--- src/verilog/cpsm_pkg.sv ---
// Purpose: shared constants and types for the core power and status mode controller
// Assumes: one clock, aclk at 10 MHz
// Notes: register offsets and field positions are named once here
package cpsm_pkg;

  localparam int CPSM_AW = 4;
  localparam logic [CPSM_AW-1:0] CPSM_OFF_STATUS = 4'h0;
  localparam logic [CPSM_AW-1:0] CPSM_OFF_CONFIG = 4'h4;
  localparam logic [CPSM_AW-1:0] CPSM_OFF_PMODE = 4'h8;
  localparam logic [CPSM_AW-1:0] CPSM_OFF_PARITY = 4'hC;

  // status word field positions
  localparam int CPSM_B_IRQ_EN = 0;
  localparam int CPSM_B_USER_WIDE = 1;
  localparam int CPSM_B_SUP_WIDE = 2;
  localparam int CPSM_B_KERN_WIDE = 3;
  localparam int CPSM_B_SWAP = 4;
  localparam int CPSM_B_PEXC_INH = 5;
  localparam int CPSM_B_PAR_OVR = 6;
  localparam int CPSM_B_BOOT_VEC = 7;
  localparam int CPSM_STATUS_W = 8;
  localparam logic [CPSM_STATUS_W-1:0] CPSM_STATUS_RST = 8'h80;
  localparam int CPSM_CONFIG_W = 8;
  localparam logic [CPSM_CONFIG_W-1:0] CPSM_CONFIG_RST = 8'h00;
  localparam int CPSM_PAR_W = 8;

  localparam logic [63:0] CPSM_VEC_TLB_BOOT = 64'hFFFFFFFFBFC00200;
  localparam logic [63:0] CPSM_VEC_GEN_BOOT = 64'hFFFFFFFFBFC00380;
  localparam logic [63:0] CPSM_VEC_TLB_NORM = 64'hFFFFFFFF80000000;
  localparam logic [63:0] CPSM_VEC_GEN_NORM = 64'hFFFFFFFF80000180;

  localparam logic [1:0] CPSM_RESP_OKAY = 2'h0;
  localparam logic [1:0] CPSM_RESP_SLVERR = 2'h2;

  typedef enum logic [3:0] {
    CPSM_FULL = 4'h1,
    CPSM_STANDBY = 4'h2,
    CPSM_SUSPEND = 4'h4,
    CPSM_HIBERNATE = 4'h8
  } cpsm_mode_type;

  // low-power entry request from the pipeline
  typedef enum logic [1:0] {
    CPSM_REQ_STANDBY = 2'h0,
    CPSM_REQ_SUSPEND = 2'h1,
    CPSM_REQ_HIBERNATE = 2'h2
  } cpsm_req_type;

  typedef struct packed {
    logic power_pin;
    logic wake_timer;
    logic card_detect_pin;
    logic gpio3;
  } cpsm_wake_type;

  typedef struct packed {
    logic core_clk_en;
    logic periph_clk_en;
    logic bus_clk_en;
    logic pipe_halt;
    logic dram_self_refresh;
  } cpsm_gate_type;

endpackage

--- src/verilog/cpsm_mode_fsm.sv ---
// Purpose: power mode state machine with clock gate enables
// Assumes: retire pulse from write-back, bus idle level, wake events synchronous
// Notes: gated clocks park high; enables here drive the clock gating cells
`timescale 1ns/1ps
`default_nettype none
module cpsm_mode_fsm
  import cpsm_pkg::*;
(
  input wire logic aclk,
  input wire logic aresetn,
  input wire logic retire_valid,
  input var cpsm_req_type retire_req,
  input wire logic bus_idle,
  input wire logic irq_any,
  input var cpsm_wake_type wake,
  output var cpsm_mode_type mode,
  output var cpsm_gate_type gate,
  output logic entry_pending
);

  typedef enum logic [3:0] {
    CPSM_P_NONE = 4'h1,
    CPSM_P_STBY = 4'h2,
    CPSM_P_SUSP = 4'h4,
    CPSM_P_HIB = 4'h8
  } cpsm_pend_type;

  cpsm_mode_type mode_r, mode_nxt;
  cpsm_pend_type pend_r, pend_nxt;
  logic sr_r, sr_nxt;
  wire logic hib_wake = wake.power_pin | wake.wake_timer | wake.card_detect_pin | wake.gpio3;
  wire logic accept = (mode_r == CPSM_FULL) && (pend_r == CPSM_P_NONE) && retire_valid;

  always_comb begin
    mode_nxt = mode_r;
    pend_nxt = pend_r;
    sr_nxt = sr_r;
    unique case (mode_r)
      CPSM_FULL: begin
        sr_nxt = 1'b0;
        if (accept) begin
          unique case (retire_req)
            CPSM_REQ_STANDBY: pend_nxt = CPSM_P_STBY;
            CPSM_REQ_SUSPEND: begin
              pend_nxt = CPSM_P_SUSP;
              sr_nxt = 1'b1; // self refresh first, then wait for idle
            end
            default: pend_nxt = CPSM_P_HIB;
          endcase
        end else if (pend_r == CPSM_P_SUSP) begin
          sr_nxt = 1'b1;
          if (bus_idle && sr_r) begin
            mode_nxt = CPSM_SUSPEND;
            pend_nxt = CPSM_P_NONE;
          end
        end else if (pend_r == CPSM_P_STBY && bus_idle) begin
          mode_nxt = CPSM_STANDBY;
          pend_nxt = CPSM_P_NONE;
        end else if (pend_r == CPSM_P_HIB && bus_idle) begin
          mode_nxt = CPSM_HIBERNATE;
          pend_nxt = CPSM_P_NONE;
          sr_nxt = 1'b1;
        end
      end
      CPSM_STANDBY: if (irq_any) mode_nxt = CPSM_FULL;
      CPSM_SUSPEND: if (irq_any) begin
        mode_nxt = CPSM_FULL;
        sr_nxt = 1'b0;
      end
      CPSM_HIBERNATE: if (hib_wake) begin
        mode_nxt = CPSM_FULL;
        sr_nxt = 1'b0;
      end
      default: begin
        mode_nxt = CPSM_FULL;
        pend_nxt = CPSM_P_NONE;
      end
    endcase
  end

  always_ff @(posedge aclk) begin
    if (!aresetn) begin
      mode_r <= CPSM_FULL;
      pend_r <= CPSM_P_NONE;
      sr_r <= 1'b0;
    end else begin
      mode_r <= mode_nxt;
      pend_r <= pend_nxt;
      sr_r <= sr_nxt;
    end
  end

  // registers and caches hold value because only clocks stop, never a reset
  assign mode = mode_r;
  assign entry_pending = (pend_r != CPSM_P_NONE);
  assign gate.core_clk_en = (mode_r == CPSM_FULL);
  assign gate.pipe_halt = (mode_r != CPSM_FULL);
  assign gate.periph_clk_en = (mode_r == CPSM_FULL) || (mode_r == CPSM_STANDBY);
  assign gate.bus_clk_en = (mode_r != CPSM_HIBERNATE);
  assign gate.dram_self_refresh = sr_r;

endmodule // cpsm_mode_fsm
`default_nettype wire

--- src/verilog/cpsm_top.sv ---
// Purpose: core power mode and status word mode bit controller
// Assumes: AXI4-Lite slave on aclk, all inputs synchronous to aclk
// Notes: one write and one read at a time; unmapped offsets answer SLVERR
`timescale 1ns/1ps
`default_nettype none
module cpsm_top
  import cpsm_pkg::*;
(
  input wire logic aclk,
  input wire logic aresetn,
  input wire logic [CPSM_AW-1:0] s_axi_awaddr,
  input wire logic s_axi_awvalid,
  output logic s_axi_awready,
  input wire logic [31:0] s_axi_wdata,
  input wire logic [3:0] s_axi_wstrb,
  input wire logic s_axi_wvalid,
  output logic s_axi_wready,
  output logic [1:0] s_axi_bresp,
  output logic s_axi_bvalid,
  input wire logic s_axi_bready,
  input wire logic [CPSM_AW-1:0] s_axi_araddr,
  input wire logic s_axi_arvalid,
  output logic s_axi_arready,
  output logic [31:0] s_axi_rdata,
  output logic [1:0] s_axi_rresp,
  output logic s_axi_rvalid,
  input wire logic s_axi_rready,
  input wire logic retire_valid,
  input var cpsm_req_type retire_req,
  input wire logic bus_idle,
  input wire logic [7:0] irq_lines,
  input wire logic nmi,
  input var cpsm_wake_type wake,
  input wire logic [1:0] priv_mode,
  input wire logic tlb_miss,
  input wire logic [CPSM_PAR_W-1:0] parity_calc,
  input wire logic cache_fill,
  input wire logic parity_err,
  output var cpsm_mode_type power_mode,
  output var cpsm_gate_type clk_gate,
  output logic irq_taken,
  output logic parity_exc,
  output logic [CPSM_PAR_W-1:0] dcache_parity,
  output logic [CPSM_PAR_W-1:0] icache_parity,
  output logic allow_64bit,
  output logic use_ext_miss,
  output logic [63:0] tlb_miss_vec,
  output logic [63:0] gen_exc_vec,
  output logic big_endian
);

  ////////////////////////////////////////////////////////////////////////////
  // status, config and parity value registers

  logic [CPSM_STATUS_W-1:0] status_r;
  logic [CPSM_CONFIG_W-1:0] config_r;
  logic [CPSM_PAR_W-1:0] parity_value_reg_r;
  logic aw_held_r, w_held_r, bvalid_r, rvalid_r;
  logic [CPSM_AW-1:0] awaddr_r;
  logic [31:0] wdata_r, rdata_r;
  logic [3:0] wstrb_r;
  logic [1:0] bresp_r, rresp_r;

  function automatic logic map_hit(input logic [CPSM_AW-1:0] a);
    map_hit = (a == CPSM_OFF_STATUS) || (a == CPSM_OFF_CONFIG) ||
              (a == CPSM_OFF_PMODE) || (a == CPSM_OFF_PARITY);
  endfunction

  // write channel: address and data taken in either order, held until both
  wire logic aw_fire = s_axi_awvalid && s_axi_awready;
  wire logic w_fire = s_axi_wvalid && s_axi_wready;
  wire logic aw_have = aw_held_r || aw_fire;
  wire logic w_have = w_held_r || w_fire;
  wire logic wr_do = aw_have && w_have && !bvalid_r;
  wire logic [CPSM_AW-1:0] wr_addr = aw_held_r ? awaddr_r : s_axi_awaddr;
  wire logic [31:0] wr_data = w_held_r ? wdata_r : s_axi_wdata;
  wire logic [3:0] wr_strb = w_held_r ? wstrb_r : s_axi_wstrb;
  wire logic wr_stat = wr_do && wr_addr == CPSM_OFF_STATUS && wr_strb[0];
  wire logic wr_cfg = wr_do && wr_addr == CPSM_OFF_CONFIG && wr_strb[0];
  wire logic wr_par = wr_do && wr_addr == CPSM_OFF_PARITY && wr_strb[0];

  assign s_axi_awready = !aw_held_r && !bvalid_r;
  assign s_axi_wready = !w_held_r && !bvalid_r;
  assign s_axi_bvalid = bvalid_r;
  assign s_axi_bresp = bresp_r;

  // byte order swap is forced to zero: only little endian exists
  wire logic [CPSM_STATUS_W-1:0] stat_wr_val =
    wr_data[CPSM_STATUS_W-1:0] & ~(CPSM_STATUS_W'(1) << CPSM_B_SWAP);

  logic [CPSM_STATUS_W-1:0] status_nxt;
  always_comb begin
    status_nxt = status_r;
    if (wr_stat) status_nxt = stat_wr_val;
    if (nmi) status_nxt[CPSM_B_BOOT_VEC] = 1'b1; // nmi wins over a same-cycle write
  end

  always_ff @(posedge aclk) begin
    if (!aresetn) begin
      status_r <= CPSM_STATUS_RST; // boot vector select set on reset
      config_r <= CPSM_CONFIG_RST;
      parity_value_reg_r <= '0;
    end else begin
      status_r <= status_nxt;
      if (wr_cfg) config_r <= wr_data[CPSM_CONFIG_W-1:0];
      if (wr_par) parity_value_reg_r <= wr_data[CPSM_PAR_W-1:0];
    end
  end

  always_ff @(posedge aclk) begin
    if (!aresetn) begin
      aw_held_r <= 1'b0;
      w_held_r <= 1'b0;
      bvalid_r <= 1'b0;
      bresp_r <= CPSM_RESP_OKAY;
      awaddr_r <= '0;
      wdata_r <= '0;
      wstrb_r <= '0;
    end else begin
      if (aw_fire) awaddr_r <= s_axi_awaddr;
      if (w_fire) begin
        wdata_r <= s_axi_wdata;
        wstrb_r <= s_axi_wstrb;
      end
      aw_held_r <= wr_do ? 1'b0 : aw_have;
      w_held_r <= wr_do ? 1'b0 : w_have;
      if (wr_do) begin
        bvalid_r <= 1'b1;
        bresp_r <= map_hit(wr_addr) ? CPSM_RESP_OKAY : CPSM_RESP_SLVERR;
      end else if (s_axi_bready) begin
        bvalid_r <= 1'b0;
      end
    end
  end

  ////////////////////////////////////////////////////////////////////////////
  // read channel: one cycle after address, data held until rready

  wire logic ar_fire = s_axi_arvalid && s_axi_arready;
  assign s_axi_arready = !rvalid_r;
  assign s_axi_rvalid = rvalid_r;
  assign s_axi_rdata = rdata_r;
  assign s_axi_rresp = rresp_r;

  wire logic [31:0] rd_mux =
    (s_axi_araddr == CPSM_OFF_STATUS) ? 32'(status_r) :
    (s_axi_araddr == CPSM_OFF_CONFIG) ? 32'(config_r) :
    (s_axi_araddr == CPSM_OFF_PMODE) ? 32'(power_mode) :
    (s_axi_araddr == CPSM_OFF_PARITY) ? 32'(parity_value_reg_r) : 32'h00000000;

  always_ff @(posedge aclk) begin
    if (!aresetn) begin
      rvalid_r <= 1'b0;
      rdata_r <= '0;
      rresp_r <= CPSM_RESP_OKAY;
    end else if (ar_fire) begin
      rvalid_r <= 1'b1;
      rdata_r <= rd_mux;
      rresp_r <= map_hit(s_axi_araddr) ? CPSM_RESP_OKAY : CPSM_RESP_SLVERR;
    end else if (s_axi_rready) begin
      rvalid_r <= 1'b0;
    end
  end

  ////////////////////////////////////////////////////////////////////////////
  // mode bit decode, combinational so a write takes effect next cycle

  wire logic kern_wide = status_r[CPSM_B_KERN_WIDE];
  wire logic sup_wide = status_r[CPSM_B_SUP_WIDE];
  wire logic user_wide = status_r[CPSM_B_USER_WIDE];
  wire logic boot_vec = status_r[CPSM_B_BOOT_VEC];
  wire logic is_kern = (priv_mode == 2'h0);
  wire logic is_sup = (priv_mode == 2'h1);
  wire logic is_user = (priv_mode == 2'h2);

  assign allow_64bit = is_kern || (is_sup && sup_wide) ||
    (is_user && user_wide);
  assign use_ext_miss = tlb_miss && ((is_kern && kern_wide) ||
    (is_sup && sup_wide) || (is_user && user_wide));
  assign tlb_miss_vec = boot_vec ? CPSM_VEC_TLB_BOOT : CPSM_VEC_TLB_NORM;
  assign gen_exc_vec = boot_vec ? CPSM_VEC_GEN_BOOT : CPSM_VEC_GEN_NORM;
  assign big_endian = status_r[CPSM_B_SWAP];

  // override keeps test code able to plant bad parity on purpose
  assign dcache_parity = status_r[CPSM_B_PAR_OVR] ? parity_value_reg_r : parity_calc;
  assign icache_parity = (status_r[CPSM_B_PAR_OVR] && cache_fill) ?
    parity_value_reg_r : parity_calc;
  assign parity_exc = parity_err && !status_r[CPSM_B_PEXC_INH];
  wire logic irq_any = |irq_lines;
  assign irq_taken = (irq_any && status_r[CPSM_B_IRQ_EN]) || nmi;

  ////////////////////////////////////////////////////////////////////////////
  // power mode machine; wake uses raw interrupt lines, not the enable

  cpsm_mode_fsm u_fsm (
    .aclk(aclk),
    .aresetn(aresetn),
    .retire_valid(retire_valid),
    .retire_req(retire_req),
    .bus_idle(bus_idle),
    .irq_any(irq_any || nmi),
    .wake(wake),
    .mode(power_mode),
    .gate(clk_gate),
    .entry_pending()
  );

endmodule // cpsm_top
`default_nettype wire

--- config.mk ---
export PLATFORM = sky130hd
export DESIGN_NAME = cpsm_top
export DESIGN_NICKNAME = d
export VERILOG_FILES = /design/src/verilog/cpsm_pkg.sv /design/src/verilog/cpsm_mode_fsm.sv /design/src/verilog/cpsm_top.sv
export SDC_FILE = /design/constraint.sdc
export NUM_CORES = 1
export LEC_CHECK = 0
export BUFFER_PORTS_ARGS = -buffer_cell sky130_fd_sc_hd__buf_2
export CAP_MARGIN = 25
export CORE_MARGIN = 10
export CORE_UTILIZATION = 39
export DETAILED_ROUTE_END_ITERATION = 10
export PLACE_DENSITY = 0.75
export SLEW_MARGIN = 40
export SYNTH_ARGS = -nofsm -noshare
export SYNTH_HDL_FRONTEND = slang
export SYNTH_SLANG_ARGS = --single-unit
--- constraint.sdc ---
create_clock -name aclk -period 1.69 [get_ports aclk]
set_clock_uncertainty 0.05 [all_clocks]
set_input_delay 0 -clock aclk [delete_from_list [all_inputs] [get_ports aclk]]
set_output_delay 0 -clock aclk [all_outputs]
set_load 0.02 [all_outputs]
==> results_dict.tcl, run 1 <==
set metrics [dict create \
    ys.flop_type "dfxtp_1" \
    clock_path_buffers 2 \
    startpoint_type "flip-flop" \
    drv_slew 0 \
    htreeDepth 3 \
    whs_ns 0.0698 \
    grtUsageTotal_pct 13.7 \
    areaGrowthSynthToFinish_pct 18.4 \
    crit_path_end_kind "flip-flop" \
    clk_latency_ns 0.34 \
    via_per_inst 4.25 \
    filler_cell_count 1088 \
    numCtsBuffers 9 \
    violations "negative setup slack" \
    drtIter0Drc 146 \
    status "finished, violations left" \
    vias 3311 \
    cap_violations 0 \
    wl_per_cell_microns 14.6 \
    finalSetupViolations 23 \
    mostFrequentLayoutCells "conb_1, buf_2, dfxtp_1, nand2_1, mux2_2" \
    ios 280 \
    critical_path_peak_fanout 8 \
    drc_errors 0 \
    rr_startpoint "aw_held_r" \
    path_clk_slew_ns 0.07 \
    dp_hpwl_microns 8770 \
    grt_pass1_wl_microns 17800 \
    start_util_pct 39.5 \
    irDropWorstVdd_uv 382 \
    synthDistinctLibCells 54 \
    internal_power_mw 2.42 \
    cp_slowest_cell "or3b_4" \
    synth_seq_cells 59 \
    postSynthCellCount 505 \
    clock_sink_count 59 \
    cts_tree "done" \
    wl_microns 11400 \
    ff2ff_setup_slack_ns -0.14 \
    cp.arrival_ns 2.00 \
    grt_setup_unrepaired "true" \
    relSlewSlack_pct 63.9 \
    crit_buf_inv 2 \
    syn_area_sq_um 4250 \
    critical_path_class "reg2reg" \
    synth_enable_flop_cells 0 \
    ys_warn_count 0 \
    critPathRequiredTime_ns 1.87 \
    drtPass1Iterations 4 \
    gr-total-overflow 0 \
    dieWidth_microns 124 \
    crit_end "config_r[0]" \
    worst_slack_ns -0.136 \
    gp_congestion 0.770 \
    power.share.clock_pct 31.9 \
    clockRootBuffer "clkbuf_8" \
    fin_crit_sh_pct 108 \
    drtAntennaViolNets 0 \
    antenna_found_initial 0 \
    cpLargestDelayFamily "compound AO/OA/AOI/OAI gates" \
    async_flop_share_pct 0 \
    placementRows 38 \
    first_global_vias 3387 \
    nets 716 \
    grt_max_degree 59 \
    worstRegToRegCells 7 \
    leakagePower_nw 2.34 \
    io_buffers 115 \
    die_y_microns 124 \
    post-place-ws_ns -0.175 \
    switching_share_pct 34.0 \
    worstPathCellList "or3b_4 -> a2111oi_4 -> buf_4 -> o21ai_4 -> buf_12 -> nand3_2 -> o21ai_2" \
    timing.fmax_mhz 548 \
    worstSetupStartpoint "aw_held_r" \
    powerDensity_nw_per_um2 730 \
    hold_path.class "in2reg" \
    final_util_pct 46.8 \
    rr_endpoint "config_r[0]" \
    worstSetupPathDepth 7 \
    slowest_delay_ns 0.40 \
    synth.avg_cell_area_sq_um 8.41 \
    worst_pin_slew_ns 0.540 \
    report.final.hold_viol_count 0 \
    ys_seq_area_share_pct 27.8 \
    die_area_sq_um 15500 \
    layout-drive-gt1-share_pct 35.4 \
    coreArea_sq_um 10700 \
    final_common_cell "conb_1" \
    fin_crit_ns 1.83 \
    p_comb_share_pct 26.8 \
    pwr-share-seq_pct 41.3 \
    p_switching_mw 1.25 \
    antennaDiodeCount 0 \
]
[Yosys cell counts (4+ instances only)]
library cell	number	area [sq um]
a21boi_0	10	75.1
a21oi_1	9	45.0
a22oi_1	7	52.6
and2_1	4	25.0
buf_1	4	15.0
buf_4	159	1190
clkbuf_1	9	33.8
dfxtp_1	59	1180
inv_1	6	22.5
mux2_2	29	327
mux2i_1	11	110
nand2_1	39	146
nand3_1	27	135
nor2_1	17	63.8
nor2b_1	17	106
nor3_1	5	25.0
o21ai_0	15	75.1
o21ai_1	14	70.1
o21ai_2	10	87.6
[worst min-delay path by stage]
stage | from | end | slack (ns) | cells past startpoint
floorplan | nmi | status_r[7] | 0.06 | 1
detailed placement | retire_req[1] | u_fsm.pend_r[3] | 0.20 | 2
CTS | bus_idle | u_fsm.mode[1] | 0.05 | 4
finish | bus_idle | u_fsm.mode[1] | 0.07 | 4
global placement | retire_req[1] | u_fsm.pend_r[3] | 0.20 | 2
global route | bus_idle | u_fsm.mode[1] | 0.09 | 4
[metal layers]
metal / vias up / GRT usage (%) / routed length, microns
met5: - / 0 / 0
met4: 0 / 2.67 / 77
met3: 8 / 6.17 / 989
met2: 132 / 23.6 / 5600
met1: 1492 / 15.3 / 4720
li1: 1679 / - / -
[power groups by stage]
stage               logic [mW]  clock network (mW)  registers (mW)
floorplan                0.907                   0            1.55
global placement         0.894                   0            1.54
detailed placement       0.900                   0            1.54
CTS                      0.955                1.21            1.51
global route              1.07                1.28            1.53
finish                   0.984                1.17            1.52
[cells by family after synthesis]
family | synth area share [%]
XOR/XNOR | 0.619
other | 0.177
flip-flops | 27.8
AO/OA/AOI/OAI | 13.6
AND/OR/NAND/NOR | 16.4
multiplexers | 10.3
buffers and inverters | 31.1
[area by class of cell]
cell class                      count  area, sq um  share of cell area, %
Clock buffer                       13          169                   3.36
Tap cell                          140          175                   3.49
Timing Repair Buffer              163         1080                   21.6
Clock inverter                      2         10.0                  0.199
Sequential cell                    59         1190                   23.6
Multi-Input combinational cell    396         2380                   47.3
Inverter                            6         22.5                  0.448
[registers in the layout (all words and copies together), names as in the netlist]
register and flops:
aw_held_r 1, awaddr_r 4, config_r 8, parity_value_reg_r 8, s_axi_bresp 1, s_axi_bvalid 1
s_axi_rdata 8, s_axi_rresp 1, s_axi_rvalid 1, status_r 7, u_fsm.mode 4, u_fsm.pend_r 4
u_fsm.sr_r 1, w_held_r 1, wdata_r 8, wstrb_r 1
[worst register-to-register path: stages, from the launching register on]
cell       delay (ns)
dfxtp_2          0.34
or3b_4           0.40
a2111oi_4        0.35
buf_4            0.21
o21ai_4          0.09
buf_12           0.16
nand3_2          0.07
o21ai_2          0.05
[metrics by stage]
stage | area, sq um | power, mW | instances | setup TNS (ns)
floorplan | 4820 | 2.46 | 640 | -0.467
detailed placement | 4430 | 2.44 | 735 | -2.78
global route | 5030 | 3.88 | 779 | -4.38
global placement | 4430 | 2.44 | 735 | -2.07
CTS | 4870 | 3.68 | 776 | -1.08
finish | 5030 | 3.67 | 779 | -2.78
[repair_timing]
item                                    in CTS  in global routing
endpoints found under the setup margin      23                 29
buffers inserted                             1                  1
hold buffers                                25                  0
resized for setup                            3                 19
endpoints found under the hold margin       25                  0
pin swaps                                    2                  3
gates cloned                                 0                  2
No activity file was read; power rests on OpenSTA's default activity.
==> inputs of run 2 (changes only) <==
- SKIP_CTS_REPAIR_TIMING: default -> 1
==> results_dict.tcl, run 2 (synthesized netlist as in run 1, its figures left out) <==
set metrics [dict create \
    internal_power_mw 2.42 \
    drc_errors 0 \
    worst_slack_ns -0.0863 \
    clock_path_buffers 2 \
    regArea_sq_um 1190 \
    grt_max_degree 59 \
    clk_latency_ns 0.34 \
    cp.arrival_ns 1.95 \
    clock_sink_count 59 \
    rr_endpoint "config_r[0]" \
    cp_slowest_cell "or3b_4" \
    report.final.hold_viol_count 0 \
    relSlewSlack_pct 64.1 \
    worstHoldStart "retire_valid" \
    total_power_mw 3.67 \
    rr_startpoint "awaddr_r[0]" \
    wl_microns 11500 \
    numCtsBuffers 9 \
    cpLargestDelayFamily "simple AND/OR/NAND/NOR gates" \
    htreeDepth 3 \
    wl_per_cell_microns 14.8 \
    critical_path_class "reg2reg" \
    violations "negative setup slack" \
    ios 280 \
    path_clk_slew_ns 0.07 \
    layout-drive-gt1-share_pct 35.4 \
    nets 715 \
    dp_hpwl_microns 8770 \
    areaGrowthSynthToFinish_pct 18.1 \
    whs_ns 0.0140 \
    multiInputGateArea_sq_um 2380 \
    start_util_pct 39.5 \
    grt_pass1_wl_microns 17300 \
    ff2ff_setup_slack_ns -0.09 \
    grt_setup_unrepaired "true" \
    final_common_cell "conb_1" \
    final_util_pct 46.7 \
    powerDensity_nw_per_um2 732 \
    clockRootBuffer "clkbuf_8" \
    p_switching_mw 1.25 \
    status "finished, violations left" \
    p_comb_share_pct 26.8 \
    via_per_inst 4.29 \
    drtPass1Iterations 4 \
    crit_path_end_kind "flip-flop" \
    gp_congestion 0.770 \
    crit_buf_inv 2 \
    timing.fmax_mhz 563 \
    antennaDiodeCount 0 \
    coreArea_sq_um 10700 \
    startpoint_type "flip-flop" \
    critical_path_peak_fanout 8 \
    worst_pin_slew_ns 0.538 \
    worstSetupPathDepth 7 \
    worstPathCellList "or3b_4 -> a2111oi_4 -> buf_4 -> o21ai_4 -> buf_12 -> nand3_2 -> o21ai_2" \
    drtAntennaViolNets 0 \
    cap_violations 0 \
    irDropWorstVdd_uv 384 \
    antenna_found_initial 0 \
    leakagePower_nw 2.33 \
    finalSetupTns_ns -1.57 \
    pwr-share-seq_pct 41.3 \
    io_buffers 115 \
    hold_path.class "in2reg" \
    placementRows 38 \
    cts_tree "done" \
    mostFrequentLayoutCells "conb_1, buf_2, dfxtp_1, nand2_1, mux2_2" \
    filler_cell_count 1090 \
    worstRegToRegCells 7 \
    fin_crit_ns 1.78 \
    power.share.clock_pct 31.9 \
    drv_slew 0 \
    drtIter0Drc 128 \
    critPathRequiredTime_ns 1.87 \
    die_area_sq_um 15500 \
    worstSetupStartpoint "awaddr_r[0]" \
    crit_end "config_r[0]" \
    gr-total-overflow 0 \
    die_y_microns 124 \
    slowest_delay_ns 0.42 \
    fin_crit_sh_pct 105 \
    dieWidth_microns 124 \
    first_global_vias 3267 \
    finalSetupViolations 23 \
    placed_cells 735 \
    vias 3336 \
    switching_share_pct 34.1 \
    grtUsageTotal_pct 13.3 \
    final_cell_count_no_fill 778 \
]
-- run 2: cell count changes in the layout (fill, tap and decap cells not counted) --
cell,previous run,this run
dlygate4sd3_1,25,24
-- run 2: metal layers --
| metal | global-route usage, % | wire length (microns) | vias to the layer above |
|---|---|---|---|
| met5 | 0 | 0 | - |
| met4 | 2.74 | 66 | 0 |
| met3 | 7.02 | 1010 | 8 |
| met2 | 22.3 | 5670 | 144 |
| met1 | 14.7 | 4750 | 1509 |
| li1 | - | - | 1675 |
-- run 2: final cells by class --
class | count | share of cell area, %
sequential | 59 | 23.7
inverter | 6 | 0.449
tap | 140 | 3.49
timing repair buffer | 162 | 21.4
clock inverter | 2 | 0.200
multi-input combinational | 396 | 47.4
clock buffer | 13 | 3.37
-- run 2: worst min path at each step --
stage / to / slack (ns) / cells past startpoint
2_1_floorplan: status_r[7] / 0.06 / 1
3_3_place_gp: u_fsm.pend_r[3] / 0.20 / 2
3_5_place_dp: u_fsm.pend_r[3] / 0.20 / 2
4_1_cts: u_fsm.pend_r[3] / -0.17 / 2
5_1_grt: u_fsm.pend_r[0] / 0.03 / 3
6_report: u_fsm.pend_r[0] / 0.01 / 3
-- run 2: stage by stage --
step	cell area [sq um]	worst slack, ns
after floorplan	4820	-0.0733
after global placement	4430	-0.130
after detailed placement	4430	-0.175
after CTS	4610	-0.177
after global routing	5020	-0.140
final	5020	-0.0863
-- run 2: power by group through the flow --
stage / sequential (mW) / combinational [mW] / clock, mW
after floorplan: 1.55 / 0.907 / 0
after global placement: 1.54 / 0.894 / 0
after detailed placement: 1.54 / 0.900 / 0
after CTS: 1.51 / 0.903 / 1.21
after global routing: 1.53 / 1.07 / 1.28
final: 1.52 / 0.983 / 1.17
-- run 2: worst min-delay path, stage by stage --
cell and delay, ns:
buf_2 0.07, and4b_1 0.21, o21ai_0 0.07
